**config.mk**
```make
export PLATFORM = sky130hd
export DESIGN_NAME = sarpr_readout
export DESIGN_NICKNAME = d
export VERILOG_FILES = /design/src/sarpr_fifo.v /design/src/sarpr_readout.v
export VERILOG_INCLUDE_DIRS = /design/src /design/src/pkg
export SDC_FILE = /design/constraint.sdc
export NUM_CORES = 1
export LEC_CHECK = 0
export ABC_AREA = 1
export BUFFER_PORTS_ARGS = -buffer_cell sky130_fd_sc_hd__clkbuf_2
export CAP_MARGIN = 20
export CELL_PAD_IN_SITES_DETAIL_PLACEMENT = 0
export CELL_PAD_IN_SITES_GLOBAL_PLACEMENT = 2
export CORE_UTILIZATION = 40
export DETAILED_ROUTE_END_ITERATION = 8
export PLACE_DENSITY = 0.75
export SLEW_MARGIN = 20
export SYNTH_ARGS = -nofsm -noshare
export SYNTH_HDL_FRONTEND = slang
export SYNTH_SLANG_ARGS = --single-unit
```
**constraint.sdc**
```tcl
create_clock -name i_clk -period 7.94 [get_ports i_clk]
set_clock_uncertainty 0.15 [all_clocks]
set_input_delay 0 -clock i_clk [delete_from_list [all_inputs] [get_ports i_clk]]
set_output_delay 0 -clock i_clk [all_outputs]
set_load 0.01 [all_outputs]
```
**src/pkg/sarpr_map.vh**
```
/*
 * Constants for the parallel readout block of the 18-bit converter:
 * timing figures, derived cycle counts, data width, FIFO depth and code limits.
 * Assumes a 125 MHz system clock; included by bare name.
 */
`ifndef SARPR_MAP_VH
`define SARPR_MAP_VH

// ****************************************************************
// timing
// ****************************************************************
`define SARPR_CLK_PERIOD_NS   8
`define SARPR_CONV_TIME_NS    650
// longest time rounds down
`define SARPR_CONV_CYCLES     (`SARPR_CONV_TIME_NS / `SARPR_CLK_PERIOD_NS)
`define SARPR_ACQ_TIME_NS     320
`define SARPR_ACQ_CYCLES      ((`SARPR_ACQ_TIME_NS + `SARPR_CLK_PERIOD_NS - 1) / `SARPR_CLK_PERIOD_NS)
`define SARPR_TRIM_CONVS      3

// ****************************************************************
// data layout
// ****************************************************************
`define SARPR_DATA_W          18
`define SARPR_FIFO_DEPTH      16
`define SARPR_CODE_POS_MAX    18'h1_FFFF
`define SARPR_CODE_ZERO       18'h0_0000
`define SARPR_CODE_NEG_ONE    18'h3_FFFF
`define SARPR_CODE_NEG_MAX    18'h2_0000
`define SARPR_ALL_ONES        18'h3_FFFF

`endif

```
**src/sarpr_fifo.v**
```verilog
/*
 * Small synchronous FIFO with valid/ready on both sides.
 * Assumes one clock and an asynchronous active-low reset; read data
 * come out of a register.
 */
module sarpr_fifo #(
	parameter WIDTH = 18,
	parameter DEPTH = 16,
	parameter AW    = 4
) (
	// clock and reset
	input  wire             i_clk,
	input  wire             i_rstn,
	// synchronous flush
	input  wire             i_flush,
	// fill side
	input  wire             i_wr_valid,
	output wire             o_wr_ready,
	input  wire [WIDTH-1:0] i_wr_data,
	// drain side
	output wire             o_rd_valid,
	input  wire             i_rd_ready,
	output reg  [WIDTH-1:0] o_rd_data
);

	reg [WIDTH-1:0] mem [0:DEPTH-1];
	reg [AW:0]      wr_ptr_q;
	reg [AW:0]      rd_ptr_q;
	reg             out_vld_q;
	wire [AW:0]     count;
	wire [AW:0]     occ;
	wire            empty;
	wire            full;
	wire            push;
	wire            load;

	assign count      = wr_ptr_q - rd_ptr_q;
	assign empty      = (count == {(AW+1){1'b0}});
	// the output register is one of the DEPTH words, not an extra one
	assign occ        = count + {{AW{1'b0}}, out_vld_q};
	assign full       = (occ >= DEPTH[AW:0]);
	assign o_wr_ready = ~full;
	assign push       = i_wr_valid & ~full;
	// output register refills when empty or being taken
	assign load       = ~empty & (~out_vld_q | i_rd_ready);
	assign o_rd_valid = out_vld_q;

	always @(posedge i_clk) begin
		if (push)
			mem[wr_ptr_q[AW-1:0]] <= i_wr_data;
	end

	always @(posedge i_clk or negedge i_rstn) begin
		if (!i_rstn) begin
			wr_ptr_q  <= {(AW+1){1'b0}};
			rd_ptr_q  <= {(AW+1){1'b0}};
			out_vld_q <= 1'b0;
			o_rd_data <= {WIDTH{1'b0}};
		end else if (i_flush) begin
			wr_ptr_q  <= {(AW+1){1'b0}};
			rd_ptr_q  <= {(AW+1){1'b0}};
			out_vld_q <= 1'b0;
			o_rd_data <= {WIDTH{1'b0}};
		end else begin
			if (push)
				wr_ptr_q <= wr_ptr_q + 1'b1;
			if (load) begin
				o_rd_data <= mem[rd_ptr_q[AW-1:0]];
				rd_ptr_q  <= rd_ptr_q + 1'b1;
				out_vld_q <= 1'b1;
			end else if (i_rd_ready) begin
				out_vld_q <= 1'b0;
			end
		end
	end

endmodule // sarpr_fifo

```
**src/sarpr_readout.v**
```verilog
/*
 * Digital side of an 18-bit successive-approximation converter:
 * conversion start, hold and busy timing from the internal clock,
 * result latch, 18-bit, byte and two-bit readout lanes, trim conversions after
 * reset and the strobe-driven self-clearing reset.
 * Assumes the strobes arrive asynchronously from a host and that the
 * analog core delivers its code on i_core_code with i_core_valid.
 */
`include "sarpr_map.vh"

// How it works
// - conversion timing comes from the internal clock only; no external clock.
// - convert_start_n falling edge with select low ends sampling and enters hold, capturing input.
// - busy rises right after convert_start_n falls with select low, falls when conversion ends.
// - sampling restarts on busy fall (select tied low) or select fall.
// - result_bus driven only while select and read both low.
// - result is an 18-bit two's complement style code, 20000 to 1FFFF.
// - both lane selects low: all eighteen bits on the full bus.
// - width select high, byte low: bits 1..0 on pins 3..2, others one.
// - byte high, width low: bits 9..2 on pins 17..10, lower pins one.
// - both high: bits 1..0 on pins 11..10, every other pin one.
// - lanes follow the selects whether read toggles or stays low.
// - after reset the first three conversions load trim; results invalid.
// - start edge during a conversion with select low triggers a reset.
// - select falling during a conversion triggers a reset.
// - reset clears latches to zero, drops busy, starts sampling.
// - a conversion keeps busy high for about 650 ns.
module sarpr_readout #(
	parameter DATA_W      = `SARPR_DATA_W,
	parameter CONV_CYCLES = `SARPR_CONV_CYCLES,
	parameter TRIM_CONVS  = `SARPR_TRIM_CONVS,
	parameter FIFO_DEPTH  = `SARPR_FIFO_DEPTH
) (
	// clock and reset
	input  wire              i_clk,
	input  wire              i_rstn,
	// host strobes, asynchronous
	input  wire              i_convert_start_n,
	input  wire              i_chip_select_n,
	input  wire              i_read_strobe_n,
	input  wire              i_bus_width_select,
	input  wire              i_byte_lane_select,
	// analog core code, same clock
	input  wire [DATA_W-1:0] i_core_code,
	input  wire              i_core_valid,
	output wire              o_core_ready,
	// converter status
	output wire              o_busy,
	output reg               o_hold,
	output reg               o_trim_active,
	// result bus, three-state as separate signals
	output reg  [DATA_W-1:0] o_result_bus,
	output reg  [DATA_W-1:0] o_result_bus_oe
);

	// ****************************************************************
	// state
	// ****************************************************************
	localparam [1:0] ST_SAMPLE = 2'b00;
	localparam [1:0] ST_CONV   = 2'b01;
	localparam [1:0] ST_WAIT   = 2'b10;
	localparam [1:0] ST_IDLE   = 2'b11;

	localparam CNT_W = 8;
	localparam [CNT_W-1:0] CONV_LAST = CONV_CYCLES[CNT_W-1:0] - 1'b1;
	localparam [1:0] TRIM_N = TRIM_CONVS[1:0];

	reg [2:0]        cst_sync_q;
	reg [2:0]        cs_sync_q;
	reg [2:0]        rd_sync_q;
	reg [2:0]        bw_sync_q;
	reg [2:0]        by_sync_q;
	reg              cst_q;
	reg              cs_q;
	reg              rd_q;
	reg              bw_q;
	reg              by_q;
	reg [1:0]        state_q;
	reg [CNT_W-1:0]  cnt_q;
	reg              busy_q;
	reg [1:0]        trim_q;
	reg [DATA_W-1:0] latch_q;
	reg              flush_q;
	reg [1:0]        state_d;
	reg [CNT_W-1:0]  cnt_d;
	reg              busy_d;
	reg              hold_d;
	reg [1:0]        trim_d;
	reg              trim_act_d;
	reg [DATA_W-1:0] latch_d;
	reg              flush_d;
	reg [DATA_W-1:0] bus_d;
	reg [DATA_W-1:0] oe_d;

	wire             cst_fall;
	wire             cs_fall;
	wire             conv_done;
	wire             self_reset;
	wire             fifo_vld;
	wire [DATA_W-1:0] fifo_data;
	wire             fifo_take;

	// a change counts once the second and third stages agree
	function filt;
		input [2:0] s;
		input       prev;
		begin
			filt = (s[1] == s[2]) ? s[2] : prev;
		end
	endfunction

	// ****************************************************************
	// input synchronisers
	// ****************************************************************
	always @(posedge i_clk or negedge i_rstn) begin
		if (!i_rstn) begin
			cst_sync_q <= 3'b111;
			cs_sync_q  <= 3'b111;
			rd_sync_q  <= 3'b111;
			bw_sync_q  <= 3'b000;
			by_sync_q  <= 3'b000;
			cst_q      <= 1'b1;
			cs_q       <= 1'b1;
			rd_q       <= 1'b1;
			bw_q       <= 1'b0;
			by_q       <= 1'b0;
		end else begin
			cst_sync_q <= {cst_sync_q[1:0], i_convert_start_n};
			cs_sync_q  <= {cs_sync_q[1:0], i_chip_select_n};
			rd_sync_q  <= {rd_sync_q[1:0], i_read_strobe_n};
			bw_sync_q  <= {bw_sync_q[1:0], i_bus_width_select};
			by_sync_q  <= {by_sync_q[1:0], i_byte_lane_select};
			cst_q      <= filt(cst_sync_q, cst_q);
			cs_q       <= filt(cs_sync_q, cs_q);
			rd_q       <= filt(rd_sync_q, rd_q);
			bw_q       <= filt(bw_sync_q, bw_q);
			by_q       <= filt(by_sync_q, by_q);
		end
	end

	// ****************************************************************
	// strobe edges
	// ****************************************************************
	// a 20 ns start pulse spans at least two samples of the filter
	assign cst_fall   = cst_q & ~filt(cst_sync_q, cst_q) & ~cs_q;
	assign cs_fall    = cs_q & ~filt(cs_sync_q, cs_q);
	assign self_reset = busy_q & (cst_fall | cs_fall);
	assign conv_done  = (state_q == ST_WAIT) & fifo_vld;

	// ****************************************************************
	// conversion sequencer
	// ****************************************************************
	// next state apart from the registers, so every path holds its value
	always @* begin
		state_d    = state_q;
		cnt_d      = cnt_q;
		busy_d     = busy_q;
		hold_d     = o_hold;
		trim_d     = trim_q;
		trim_act_d = o_trim_active;
		latch_d    = latch_q;
		flush_d    = 1'b0;
		if (self_reset) begin
			// a reset, not a new conversion
			state_d = ST_SAMPLE;
			busy_d  = 1'b0;
			hold_d  = 1'b0;
			latch_d = `SARPR_CODE_ZERO;
			cnt_d   = {CNT_W{1'b0}};
			flush_d = 1'b1;
		end else begin
			case (state_q)
			ST_SAMPLE, ST_IDLE: begin
				if (cst_fall) begin
					state_d = ST_CONV;
					hold_d  = 1'b1;
					busy_d  = 1'b1;
					cnt_d   = {CNT_W{1'b0}};
				end else if (state_q == ST_IDLE && cs_fall) begin
					// select falling with busy low restarts sampling
					state_d = ST_SAMPLE;
				end
			end
			ST_CONV: begin
				if (cnt_q == CONV_LAST) begin
					state_d = ST_WAIT;
				end else begin
					cnt_d = cnt_q + 1'b1;
				end
			end
			ST_WAIT: begin
				if (conv_done) begin
					busy_d  = 1'b0;
					hold_d  = 1'b0;
					state_d = cs_q ? ST_IDLE : ST_SAMPLE;
					if (trim_q != TRIM_N) begin
						// trim conversions leave the latch untouched
						trim_d = trim_q + 1'b1;
						if (trim_q == TRIM_N - 2'd1)
							trim_act_d = 1'b0;
					end else begin
						latch_d = fifo_data;
					end
				end
			end
			default: begin
				state_d = ST_SAMPLE;
			end
			endcase
		end
	end

	// the sequencer runs on the internal clock only
	always @(posedge i_clk or negedge i_rstn) begin
		if (!i_rstn) begin
			state_q       <= ST_SAMPLE;
			cnt_q         <= {CNT_W{1'b0}};
			busy_q        <= 1'b0;
			o_hold        <= 1'b0;
			trim_q        <= 2'b00;
			o_trim_active <= 1'b1;
			latch_q       <= `SARPR_CODE_ZERO;
			flush_q       <= 1'b0;
		end else begin
			state_q       <= state_d;
			cnt_q         <= cnt_d;
			busy_q        <= busy_d;
			o_hold        <= hold_d;
			trim_q        <= trim_d;
			o_trim_active <= trim_act_d;
			latch_q       <= latch_d;
			flush_q       <= flush_d;
		end
	end

	assign o_busy    = busy_q;
	assign fifo_take = conv_done;

	// ****************************************************************
	// core code buffer
	// ****************************************************************
	// core may deliver early; the buffer absorbs it until the slot ends
	sarpr_fifo #(
		.WIDTH (DATA_W),
		.DEPTH (FIFO_DEPTH),
		.AW    (4)
	) u_fifo (
		.i_clk      (i_clk),
		.i_rstn     (i_rstn),
		.i_flush    (flush_q),
		.i_wr_valid (i_core_valid),
		.o_wr_ready (o_core_ready),
		.i_wr_data  (i_core_code),
		.o_rd_valid (fifo_vld),
		.i_rd_ready (fifo_take),
		.o_rd_data  (fifo_data)
	);

	// ****************************************************************
	// readout lanes
	// ****************************************************************
	function [DATA_W-1:0] lanes;
		input [DATA_W-1:0] d;
		input              bw;
		input              by;
		begin
			lanes = `SARPR_ALL_ONES;
			case ({by, bw})
			2'b00: lanes = d;
			2'b01: lanes[3:2] = d[1:0];
			2'b10: lanes[17:10] = d[9:2];
			2'b11: lanes[11:10] = d[1:0];
			default: lanes = `SARPR_ALL_ONES;
			endcase
		end
	endfunction

	// lanes follow the selects every cycle, so held read works
	always @* begin
		bus_d = lanes(latch_q, bw_q, by_q);
		oe_d  = {DATA_W{~cs_q & ~rd_q}};
	end

	always @(posedge i_clk or negedge i_rstn) begin
		if (!i_rstn) begin
			o_result_bus    <= {DATA_W{1'b0}};
			o_result_bus_oe <= {DATA_W{1'b0}};
		end else begin
			o_result_bus    <= bus_d;
			o_result_bus_oe <= oe_d;
		end
	end

endmodule // sarpr_readout

```
==> metrics.md, run 1 <==
| Metric | Value |
|---|---|
| Number of max-capacitance violations reported | 0 |
| Std cell rows | 73 |
| Overall track demand over capacity in global routing | 0.199 |
| Reg2reg path depth | 10 |
| Detailed placer's ending HPWL | 24000 um |
| Peak VDD IR | 0.145 mV |
| Synthesized area divided by synthesized cell count | 11.4 um^2 |
| Average vias per placed instance | 5.10 |
| Element type at the critical path end | flip-flop |
| Type of element launching the critical path | flip-flop |
| Inserted Clock Buffers | 43 |
| Starting DRC count in detailed routing | 766 |
| Post-Syn Instances | 1418 |
| Cell area after synthesis | 16200 um^2 |
| Clock-pin slew reported for the worst setup and hold paths after clock tree synthesis | 0.06 ns |
| Clock tree root driver cell | sky130_fd_sc_hd__clkbuf_16 |
| Static Leakage | 7.28 nW |
| Part of the Yosys area used for sequential elements | 0.691 |
| Clk sink count | 389 |
| Resized Gates After CTS | 0 |
| Net count of the mapped netlist | 1462 |
| Final count of negative-setup-slack endpoints | 0 |
| Setup WS pre-CTS | 3.40 ns |
| Antenna Cells | 0 |
| Final number of max-transition violations | 0 |
| Total power per unit cell area | 314 nW/um^2 |
| Fin crit share | 0.565 |
| Clock buffer depth | 3 |
| Most frequent cells in the layout | sky130_fd_sc_hd__edfxtp_1 (288), sky130_fd_sc_hd__nor2_1 (220), sky130_fd_sc_hd__nand2_1 (209) |
| Leftover overflow at the end of global routing | 0 |
| Wire length of the first global-routing pass | 61700 um |
| Final setup TNS | 0 ns |
| Standard cell core area | 39800 um^2 |
| Flop-to-flop setup slack | 3.46 ns |
| Data arrival time of the critical path | 4.51 ns |
| Design Area, Final | 18700 um^2 |
| Net total in the final layout | 1541 |
| Highest achievable clock rate | 0.223 GHz |
| Die height | 203 um |
| Post-synth top area cell | sky130_fd_sc_hd__edfxtp_1 |
| Die Outline Area | 41300 um^2 |
| Initial cell density of the core | 0.407 |
| Final wirelength | 40000 um |
| Endpoint of the worst-slack reg-to-reg timing path | u_fifo.mem[15][8]$_DFFE_PP_ |
| WS Path Type | reg -> reg |
| Signed area change from the synthesized netlist to the final layout | 15.4% |
| Data required time at the worst endpoint | 7.97 ns |
| Share of post-route cells with drive strength above 1 | 0.134 |
| Number of vias after detailed routing | 10500 |
| Remaining design rule violation count | 0 |
| Via count of the first global-routing pass | 10500 |
| Post-layout worst setup margin | 3.46 ns |
| Top-level I/O count | 66 |
| Antenna violations before repair | 1 |
| Share of the synthesized area in the top cell type | 0.534 |
| Remaining max-slew budget at the tightest pin | 0.319 |
| Total number of yosys warnings | 0 |
| Count of unique library cells instantiated by Yosys | 38 |
| Pin count of the biggest net entering global routing | 106 |
| Status | complete, no violations |
| CP startpoint | u_fifo.rd_ptr_q[2]$_DFFE_PN0P_ |
| Filler cell count | 3667 |
| Slew of the pin with the lowest slew margin | 1.02 ns |
| Number of flip-flops and latches in the synthesized netlist | 389 |
| RD Place Congestion | 0.800 |
| Setup repair after global routing missed its margin | false |
| Antenna-violating nets left | 0 |
| Routed wire length per instance | 19.5 um |
| End point of the critical path | u_fifo.mem[15][8]$_DFFE_PP_ |
| Worst min-delay path class | reg -> reg |
| Number of I/O port buffers | 65 |
| R2r startpoint | u_fifo.rd_ptr_q[2]$_DFFE_PN0P_ |
| Shortest clock period the worst path allows after layout | 4.48 ns |
| Cell types occupying the most area after synthesis | sky130_fd_sc_hd__edfxtp_1 (53%), sky130_fd_sc_hd__dfrtp_1 (14%), sky130_fd_sc_hd__nor2_1 (5.1%), sky130_fd_sc_hd__nand2_1 (4.8%), sky130_fd_sc_hd__o21ai_0 (4.5%) |
| H-Tree Level Count | 2 |
| TritonCTS clock tree | yes |
| 1st-pass router iterations | 5 |
| Largest fanout on the critical path | 24 |
| Source-to-sink clock delay at the later pin of the worst-skew pair | 0.57 ns |
| Post-Place Cell Area | 17000 um^2 |
| Die Width | 203 um |
| Final hold violation count | 0 |
| Commonest non-fill, non-tap cell in the layout | sky130_fd_sc_hd__edfxtp_1 |
-- where the power goes --
group / internal, mW / switching (mW) / leakage, nW
logic: 0.424 / 0.985 / 2.78
clock network: 1.17 / 0.774 / 0.655
registers: 2.38 / 0.131 / 3.85
total: 3.98 / 1.89 / 7.28
-- layout make-up --
type / instances / area, um^2 / area share
Clock inverter: 16 / 171 / 0.00917
Multi-Input combinational cell: 846 / 4250 / 0.227
Sequential cell: 389 / 11200 / 0.599
Timing Repair Buffer: 122 / 881 / 0.0471
Clock buffer: 58 / 1180 / 0.0634
Tap cell: 525 / 657 / 0.0351
Inverter: 95 / 359 / 0.0192
-- state kept, by name, indices dropped and copies added, names as in the netlist, 2 cells and up --
signal and cells:
bw_sync_q 3, by_sync_q 3, cnt_q 8, cs_sync_q 3, cst_sync_q 3, lanes.d 18, o_result_bus 18, rd_sync_q 3
state_q 2, trim_q 2, u_fifo.mem 288, u_fifo.o_rd_data 18, u_fifo.rd_ptr_q 5, u_fifo.wr_ptr_q 5
-- repair_timing --
action | 4_1_cts | 5_1_grt
hold buffers | 32 | 0
hold endpoints to repair | 345 | 0
setup endpoints to repair | 0 | 0
buffers inserted | 0 | 0
-- cells in the mapped netlist --
cell type / count
sky130_fd_sc_hd__dfrtp_1: 88
sky130_fd_sc_hd__o21ai_1: 22
sky130_fd_sc_hd__nor3_1: 23
sky130_fd_sc_hd__o22ai_1: 18
sky130_fd_sc_hd__nand3_2: 2
sky130_fd_sc_hd__mux2_2: 18
sky130_fd_sc_hd__fa_1: 1
sky130_fd_sc_hd__nand2_2: 3
sky130_fd_sc_hd__or2_2: 1
sky130_fd_sc_hd__clkbuf_1: 30
sky130_fd_sc_hd__buf_4: 26
sky130_fd_sc_hd__a211oi_1: 1
sky130_fd_sc_hd__o21ai_2: 1
sky130_fd_sc_hd__o21a_1: 1
sky130_fd_sc_hd__a22oi_1: 2
sky130_fd_sc_hd__clkinv_1: 3
sky130_fd_sc_hd__maj3_1: 3
sky130_fd_sc_hd__buf_2: 24
sky130_fd_sc_hd__nor2_2: 3
sky130_fd_sc_hd__nand3_1: 81
sky130_fd_sc_hd__o21ai_0: 146
sky130_fd_sc_hd__and3_1: 1
sky130_fd_sc_hd__nand4_1: 8
sky130_fd_sc_hd__xor2_1: 10
sky130_fd_sc_hd__inv_1: 90
sky130_fd_sc_hd__a21oi_1: 13
sky130_fd_sc_hd__a31oi_1: 1
sky130_fd_sc_hd__buf_6: 3
sky130_fd_sc_hd__o211ai_1: 38
sky130_fd_sc_hd__buf_1: 5
sky130_fd_sc_hd__nand2_1: 209
sky130_fd_sc_hd__nor2_1: 221
sky130_fd_sc_hd__o21bai_1: 1
sky130_fd_sc_hd__dfstp_2: 13
sky130_fd_sc_hd__nand3b_1: 1
sky130_fd_sc_hd__ha_1: 17
sky130_fd_sc_hd__inv_2: 2
sky130_fd_sc_hd__edfxtp_1: 288
-- how the worst min path moves through the flow --
| stage | from | depth (start not counted) | slack, ns | endpoint |
|---|---|---|---|---|
| after global placement | i_rstn | 1 | -0.10 | bw_sync_q[1]$_DFF_PN0_ |
| after floorplan | i_rstn | 0 | -0.45 | bw_q$_DFFE_PN0N_ |
| final | cs_sync_q[0]$_DFF_PN1_ | 0 | 0.20 | cs_sync_q[1]$_DFF_PN1_ |
| after global routing | cs_sync_q[0]$_DFF_PN1_ | 0 | 0.21 | cs_sync_q[1]$_DFF_PN1_ |
| after detailed placement | i_rstn | 1 | -0.1 | o_result_bus[11]$_DFF_PN0_ |
| after CTS | cs_sync_q[0]$_DFF_PN1_ | 0 | 0.20 | cs_sync_q[1]$_DFF_PN1_ |
-- critical path, cell delays in order (launching register included) --
cell                       delay (ns)
sky130_fd_sc_hd__dfrtp_1         0.32
sky130_fd_sc_hd__buf_4           0.30
sky130_fd_sc_hd__clkinv_1        0.62
sky130_fd_sc_hd__ha_1            0.58
sky130_fd_sc_hd__a21oi_1         0.25
sky130_fd_sc_hd__nand2_1         0.11
sky130_fd_sc_hd__nand2_1         0.09
sky130_fd_sc_hd__nand3_1         0.09
sky130_fd_sc_hd__nand2_1         0.09
sky130_fd_sc_hd__nand3_2         0.47
sky130_fd_sc_hd__nor2_2          0.98
-- cell families after synthesis --
group / after synthesis / synth area share
and+or+nand+nor: 553 / 0.140
DFF: 389 / 0.691
AOI/OAI and AO/OA: 244 / 0.0837
buffers and inverters: 183 / 0.0517
adders and majority gates: 21 / 0.0162
muxes: 18 / 0.0125
xor gates and xnor gates: 10 / 0.00541
-- through the flow --
step	hold WS, ns	util	std cells	power [mW]
6_report	0.198	0.470	2051	5.87
5_1_grt	0.207	0.470	2051	6.21
4_1_cts	0.201	0.469	2050	5.93
3_5_place_dp	-0.0988	0.426	1944	3.96
3_3_place_gp	-0.102	0.426	1943	3.95
2_1_floorplan	-0.446	-	1418	3.52
-- layer usage --
metal / GRT usage / vias up / part of all wire
li1: - / 5034 / -
met1: 0.269 / 5105 / 0.45
met2: 0.326 / 247 / 0.48
met3: 0.0361 / 65 / 0.050
met4: 0.0631 / 0 / 0.026
met5: 0 / - / 0
(Power assumes the default switching activity.)
==> run 2: changes to the inputs <==
- clock period: 7.94 -> 4.4 ns (I/O delays scaled with it)
==> metrics.md, run 2 (synthesis results as in run 1) <==
| Metric | Value |
|---|---|
| Status | complete, no violations |
| Highest achievable clock rate | 0.320 GHz (+44%) |
| Peak VDD IR | 0.308 mV (+110%) |
| Number of max-capacitance violations reported | 0 (unchanged) |
| Largest fanout on the critical path | 21 (-13%) |
| Design Area, Final | 18800 um^2 (+0.29%) |
| Die height | 203 um (unchanged) |
| Clock buffer depth | 3 (unchanged) |
| Count of non-filler cells in the finished layout | 2064 (+0.63%) |
| Wire length of the first global-routing pass | 63900 um (+3.6%) |
| Detailed placer's ending HPWL | 26500 um (+10%) |
| Type of element launching the critical path | flip-flop |
| Die Width | 203 um (unchanged) |
| Overall track demand over capacity in global routing | 0.211 (+0.0112) |
| Shortest clock period the worst path allows after layout | 3.12 ns (-1.36 ns) |
| Clock-pin slew reported for the worst setup and hold paths after clock tree synthesis | 0.06 ns (about the same) |
| Initial cell density of the core | 0.407 (unchanged) |
| 1st-pass router iterations | 5 (unchanged) |
| Standard cell core area | 39800 um^2 (unchanged) |
| Pin count of the biggest net entering global routing | 148 (+40%) |
| Net total in the final layout | 1550 (+0.58%) |
| Data arrival time of the critical path | 3.22 ns (-1.29 ns) |
| Top-level I/O count | 66 (unchanged) |
| Starting DRC count in detailed routing | 700 (-8.6%) |
| Static Leakage | 7.33 nW (+0.65%) |
| Antenna-violating nets left | 0 (unchanged) |
| Element type at the critical path end | flip-flop |
| Total power per unit cell area | 568 nW/um^2 (+81%) |
| Crit-path leading delay family | buffers and inverters |
| Number of vias after detailed routing | 10600 (+1.5%) |
| Setup repair after global routing missed its margin | false |
| Number of I/O port buffers | 65 (unchanged) |
| Remaining max-slew budget at the tightest pin | 0.306 (-0.0122) |
| Switching power as a share of total power | 0.333 (+0.0108) |
| Filler cell count | 3659 (-0.22%) |
| TritonCTS clock tree | yes |
| Routed wire length per instance | 20.6 um (+5.3%) |
| Fin crit share | 0.710 (+0.145) |
| Most Frequent Cell on Critical Path | sky130_fd_sc_hd__inv_1 |
| Instance count after placement with tap cells included | 1954 (+0.51%) |
| Data required time at the worst endpoint | 4.50 ns (-3.47 ns) |
| Signed area change from the synthesized netlist to the final layout | 15.8% |
| Antenna Cells | 0 (unchanged) |
| Std cell rows | 73 (unchanged) |
| Switching component of the power | 3.55 mW (+88%) |
| Slew of the pin with the lowest slew margin | 1.04 ns (+0.0183 ns) |
| Share of post-route cells with drive strength above 1 | 0.144 (+0.00926) |
| Buffering stage count on the worst path with inverters included | 5 (+3) |
| Via count of the first global-routing pass | 10300 (-1.5%) |
| Register share of total power | 0.419 (-0.010) |
| Final number of max-transition violations | 0 (unchanged) |
| Most frequent cells in the layout | sky130_fd_sc_hd__edfxtp_1 (288), sky130_fd_sc_hd__nor2_1 (220), sky130_fd_sc_hd__nand2_1 (209) |
| Remaining design rule violation count | 0 (unchanged) |
| Slowest cell on crit path | sky130_fd_sc_hd__fa_1 |
| Clock power frac | 0.325 (-0.006) |
| Slowest stage delay, CP | 0.53 ns (-0.45 ns) |
| Resized Gates After CTS | 0 (unchanged) |
| Final hold violation count | 0 (unchanged) |
| H-Tree Level Count | 2 (unchanged) |
| Clock tree root driver cell | sky130_fd_sc_hd__clkbuf_16 |
| Source-to-sink clock delay at the later pin of the worst-skew pair | 0.58 ns (about the same) |
| Die Outline Area | 41300 um^2 (unchanged) |
| Clk sink count | 389 (unchanged) |
| Antenna violations before repair | 1 (unchanged) |
| Post-Place Cell Area | 17100 um^2 (+0.59%) |
| Cells traversed along the worst timing path | inv_1 -> ha_1 -> inv_1 -> fa_1 -> inv_1 -> nor2_1 -> nand2_1 -> nor2_2 -> nand3_1 -> nand2_1 -> nand3_2 -> buf_4 -> nor2_2 -> buf_4 |
| Commonest non-fill, non-tap cell in the layout | sky130_fd_sc_hd__edfxtp_1 |
| Worst min-delay path class | reg -> reg |
| Final count of negative-setup-slack endpoints | 0 (unchanged) |
| RD Place Congestion | 0.812 (+1.5%) |
| Average vias per placed instance | 5.14 (+0.87%) |
| Combinational Power Share | 0.256 (+0.016) |
| WS Path Type | reg -> reg |
| Final setup TNS | 0 ns (unchanged) |
| Inserted Clock Buffers | 43 (unchanged) |
| Max FFs per register | 288 (unchanged) |
| Final wirelength | 42400 um (+6.0%) |
| Leftover overflow at the end of global routing | 0 (unchanged) |
| Internal portion of total power | 7.10 mW (+79%) |
run 2: changes by cell type in the layout (fill, tap and decap cells not counted), sizes merged:
| cell | change |
|---|---|
| inv | +1 |
| bufinv | -1 |
| clkinv | +10 |
| buf | +9 |
| clkbuf | -6 |
run 2: area by class of cell:
cell class / count / area [um^2] / area share
Clock buffer: 52 / 1130 / 0.0603
Clock inverter: 26 / 214 / 0.0114
Inverter: 95 / 359 / 0.0191
Multi-Input combinational cell: 846 / 4250 / 0.227
Sequential cell: 389 / 11200 / 0.597
Tap cell: 525 / 657 / 0.0350
Timing Repair Buffer: 131 / 946 / 0.0504
run 2: metrics by stage:
step	power [mW]	util	setup WS [ns]	hold WS (ns)
floorplan	6.35	-	0.568	-0.446
global placement	7.25	0.428	1.33	-0.0624
detailed placement	7.27	0.429	1.28	-0.0570
CTS	10.8	0.471	1.26	0.206
global route	11.2	0.471	1.02	0.210
finish	10.6	0.471	1.28	0.204
run 2: power by group through the flow:
stage	registers, mW	clock network (mW)	logic [mW]
after floorplan	4.50	0	1.85
after global placement	4.53	0	2.72
after detailed placement	4.53	0	2.74
after CTS	4.46	3.54	2.77
after global routing	4.50	3.68	3.07
final	4.46	3.46	2.73
run 2: final timing paths:
path	slack [ns]	to	cells after the start	startpoint
worst max register to register	1.28	u_fifo.mem[15][6]$_DFFE_PP_	14	u_fifo.wr_ptr_q[0]$_DFFE_PN0P_
min in group asynchronous	0.37	o_result_bus[12]$_DFF_PN0_	3	i_rstn
max in group asynchronous	2.85	cst_sync_q[2]$_DFF_PN1_	4	i_rstn
worst min-delay path	0.20	by_sync_q[1]$_DFF_PN0_	0	by_sync_q[0]$_DFF_PN0_
worst max-delay path	1.28	u_fifo.mem[15][6]$_DFFE_PP_	14	u_fifo.wr_ptr_q[0]$_DFFE_PN0P_
worst min register to register	0.20	by_sync_q[1]$_DFF_PN0_	0	by_sync_q[0]$_DFF_PN0_
run 2: per-layer routing:
metal / part of all wire / wire [um] / vias up / global-route usage
li1: - / - / 5065 / -
met1: 0.44 / 18700 / 5168 / 0.283
met2: 0.49 / 20600 / 311 / 0.352
met3: 0.050 / 2120 / 65 / 0.0308
met4: 0.024 / 1020 / 0 / 0.0677
met5: 0 / 0 / - / 0
run 2: what timing repair did:
item | CTS | global route
endpoints found under the hold margin | 369 | 0
hold buffers | 32 | 0
setup buffers | 0 | 0
==> run 3: changes to the inputs <==
- clock period: 4.4 -> 3.3 ns (I/O delays scaled with it)
==> metrics.md, run 3 (synthesis results as in run 1) <==
| Metric | Value |
|---|---|
| Status | complete, no violations |
| Number of I/O port buffers | 65 (unchanged) |
| Average vias per placed instance | 5.11 (-0.60%) |
| Share of the core filled with cells in the final layout | 0.475 (+0.00434) |
| Detailed placer's ending HPWL | 25900 um (-2.5%) |
| Crit-path leading delay family | buffers and inverters |
| Initial cell density of the core | 0.407 (unchanged) |
| Total power per unit cell area | 754 nW/um^2 (+33%) |
| Final hold violation count | 0 (unchanged) |
| Source-to-sink clock delay at the later pin of the worst-skew pair | 0.57 ns (about the same) |
| Filler cell count | 3669 (+0.27%) |
| Resized Gates After CTS | 0 (unchanged) |
| Slowest cell on crit path | sky130_fd_sc_hd__fa_1 |
| WS Path Type | reg -> reg |
| Clk sink count | 389 (unchanged) |
| Post-CTS Setup Bufs | 0 (unchanged) |
| Setup repair after global routing missed its margin | false |
| Worst min-delay path class | reg -> reg |
| TritonCTS clock tree | yes |
| Final wirelength | 40500 um (-4.6%) |
| Inserted Clock Buffers | 43 (unchanged) |
| Routed wire length per instance | 19.4 um (-5.4%) |
| Buffering stage count on the worst path with inverters included | 5 (unchanged) |
| Element type at the critical path end | flip-flop |
| Data arrival time of the critical path | 3.21 ns (about the same) |
| Antenna-violating nets left | 0 (unchanged) |
| Via count of the first global-routing pass | 10300 (-0.11%) |
| Largest fanout on the critical path | 17 (-19%) |
| Die Outline Area | 41300 um^2 (unchanged) |
| Antenna Cells | 0 (unchanged) |
| Static Leakage | 7.44 nW (+1.5%) |
| Top-level I/O count | 66 (unchanged) |
| Std cell rows | 73 (unchanged) |
| Share of post-route cells with drive strength above 1 | 0.154 (+0.0105) |
| Number of max-capacitance violations reported | 0 (unchanged) |
| Cells traversed along the worst timing path | inv_1 -> ha_1 -> inv_1 -> fa_1 -> inv_1 -> nor2_1 -> nand2_1 -> nor2_2 -> nand3_1 -> nand2_1 -> nand3_2 -> buf_4 -> nor3_2 -> buf_4 |
| Standard cell core area | 39800 um^2 (unchanged) |
| Count of non-filler cells in the finished layout | 2082 (+0.87%) |
| Commonest non-fill, non-tap cell in the layout | sky130_fd_sc_hd__edfxtp_1 |
| Number of vias after detailed routing | 10600 (+0.26%) |
| Overall track demand over capacity in global routing | 0.200 (-0.0108) |
| Net total in the final layout | 1566 (+1.0%) |
| Final number of max-transition violations | 0 (unchanged) |
| Final Total Pwr | 14.3 mW (+34%) |
| H-Tree Level Count | 2 (unchanged) |
| Storage element area | 11200 um^2 (unchanged) |
| Instance count after placement with tap cells included | 1970 (+0.82%) |
| Multi-input logic area | 4250 um^2 (unchanged) |
| Leftover overflow at the end of global routing | 0 (unchanged) |
| Most Frequent Cell on Critical Path | sky130_fd_sc_hd__inv_1 |
| Antenna violations before repair | 0 (-1) |
| RD Place Congestion | 0.828 (+2.0%) |
| Highest achievable clock rate | 0.323 GHz (+0.88%) |
| Slew of the pin with the lowest slew margin | 0.915 ns (-0.124 ns) |
| Design Area, Final | 18900 um^2 (+0.92%) |
| Fin crit share | 0.938 (+0.228) |
| Most frequent cells in the layout | sky130_fd_sc_hd__edfxtp_1 (288), sky130_fd_sc_hd__nor2_1 (220), sky130_fd_sc_hd__nand2_1 (209) |
| Wire length of the first global-routing pass | 61800 um (-3.4%) |
| Clock buffer depth | 3 (unchanged) |
| Remaining design rule violation count | 0 (unchanged) |
| Final setup TNS | 0 ns (unchanged) |
| Signed area change from the synthesized netlist to the final layout | 16.8% |
| Pin count of the biggest net entering global routing | 148 (unchanged) |
| Post-Place Cell Area | 17200 um^2 (+0.81%) |
| Clock-pin slew reported for the worst setup and hold paths after clock tree synthesis | 0.06 ns (about the same) |
| Shortest clock period the worst path allows after layout | 3.10 ns (-0.0272 ns) |
| Die height | 203 um (unchanged) |
| Type of element launching the critical path | flip-flop |
| 1st-pass router iterations | 5 (unchanged) |
| Clock tree root driver cell | sky130_fd_sc_hd__clkbuf_16 |
| Max FFs per register | 288 (unchanged) |
| Final count of negative-setup-slack endpoints | 0 (unchanged) |
| Data required time at the worst endpoint | 3.41 ns (-1.09 ns) |
| Setup WS pre-CTS | 0.226 ns (-1.06 ns) |
| Remaining max-slew budget at the tightest pin | 0.390 (+0.0837) |
| Post-layout worst setup margin | 0.203 ns (-1.07 ns) |
| Slowest stage delay, CP | 0.53 ns (about the same) |
| Die Width | 203 um (unchanged) |
| Hold WS | 0.205 ns (+0.00154 ns) |
| Starting DRC count in detailed routing | 825 (+18%) |
| Peak VDD IR | 0.488 mV (+58%) |
[run 3: cell types whose count changed in the layout (fill, tap and decap cells not counted), sizes merged]
cell         previous run  this run
clkinv                 24        18
dlygate4sd3            31        32
buf                    36        51
bufinv                  3         2
clkbuf                116       125
[run 3: what timing repair did]
action	CTS	global route
endpoints found under the hold margin	370	0
setup endpoints to repair	0	0
hold buffers	32	0
[run 3: path summary, 6_finish.rpt]
check                      cells after the start  slack, ns                     endpoint                      startpoint
setup / recovery                              14       0.20  u_fifo.mem[12][9]$_DFFE_PP_  u_fifo.wr_ptr_q[0]$_DFFE_PN0P_
hold / removal                                 0       0.21       cs_sync_q[1]$_DFF_PN1_          cs_sync_q[0]$_DFF_PN1_
setup reg to reg                              14       0.20  u_fifo.mem[12][9]$_DFFE_PP_  u_fifo.wr_ptr_q[0]$_DFFE_PN0P_
hold reg to reg                                0       0.21       cs_sync_q[1]$_DFF_PN1_          cs_sync_q[0]$_DFF_PN1_
max in group asynchronous                      4       1.35    o_result_bus[0]$_DFF_PN0_                          i_rstn
min in group asynchronous                      3       0.48    o_result_bus[2]$_DFF_PN0_                          i_rstn
[run 3: power by group]
group / switching, mW / internal, mW
clock network: 1.90 / 2.76
logic: 2.53 / 1.11
registers: 0.219 / 5.74
total: 4.65 / 9.61
[run 3: routing by layer]
metal  vias to the layer above  track usage  wire [um]
li1                       5092            -          -
met1                      5154        0.282      18500
met2                       335        0.319      18700
met3                        56       0.0315       2510
met4                         0       0.0569        819
met5                         -            0          0
[run 3: cell type report]
class,instances,share of cell area
repair buffers,147,0.0567
clock buffers,61,0.0653
multi-input cells,846,0.225
inverters,95,0.0190
clock inverters,19,0.00820
well taps,525,0.0347
flip-flops and latches,389,0.592
[run 3: worst reg2reg max path, cell delays in order (launching register included)]
cell and delay, ns:
sky130_fd_sc_hd__dfrtp_1 0.43, sky130_fd_sc_hd__inv_1 0.15, sky130_fd_sc_hd__ha_1 0.16, sky130_fd_sc_hd__inv_1 0.07, sky130_fd_sc_hd__fa_1 0.53, sky130_fd_sc_hd__inv_1 0.05
sky130_fd_sc_hd__nor2_1 0.08, sky130_fd_sc_hd__nand2_1 0.06, sky130_fd_sc_hd__nor2_2 0.13, sky130_fd_sc_hd__nand3_1 0.12, sky130_fd_sc_hd__nand2_1 0.09, sky130_fd_sc_hd__nand3_2 0.07
sky130_fd_sc_hd__buf_4 0.23, sky130_fd_sc_hd__nor3_2 0.22, sky130_fd_sc_hd__buf_4 0.26
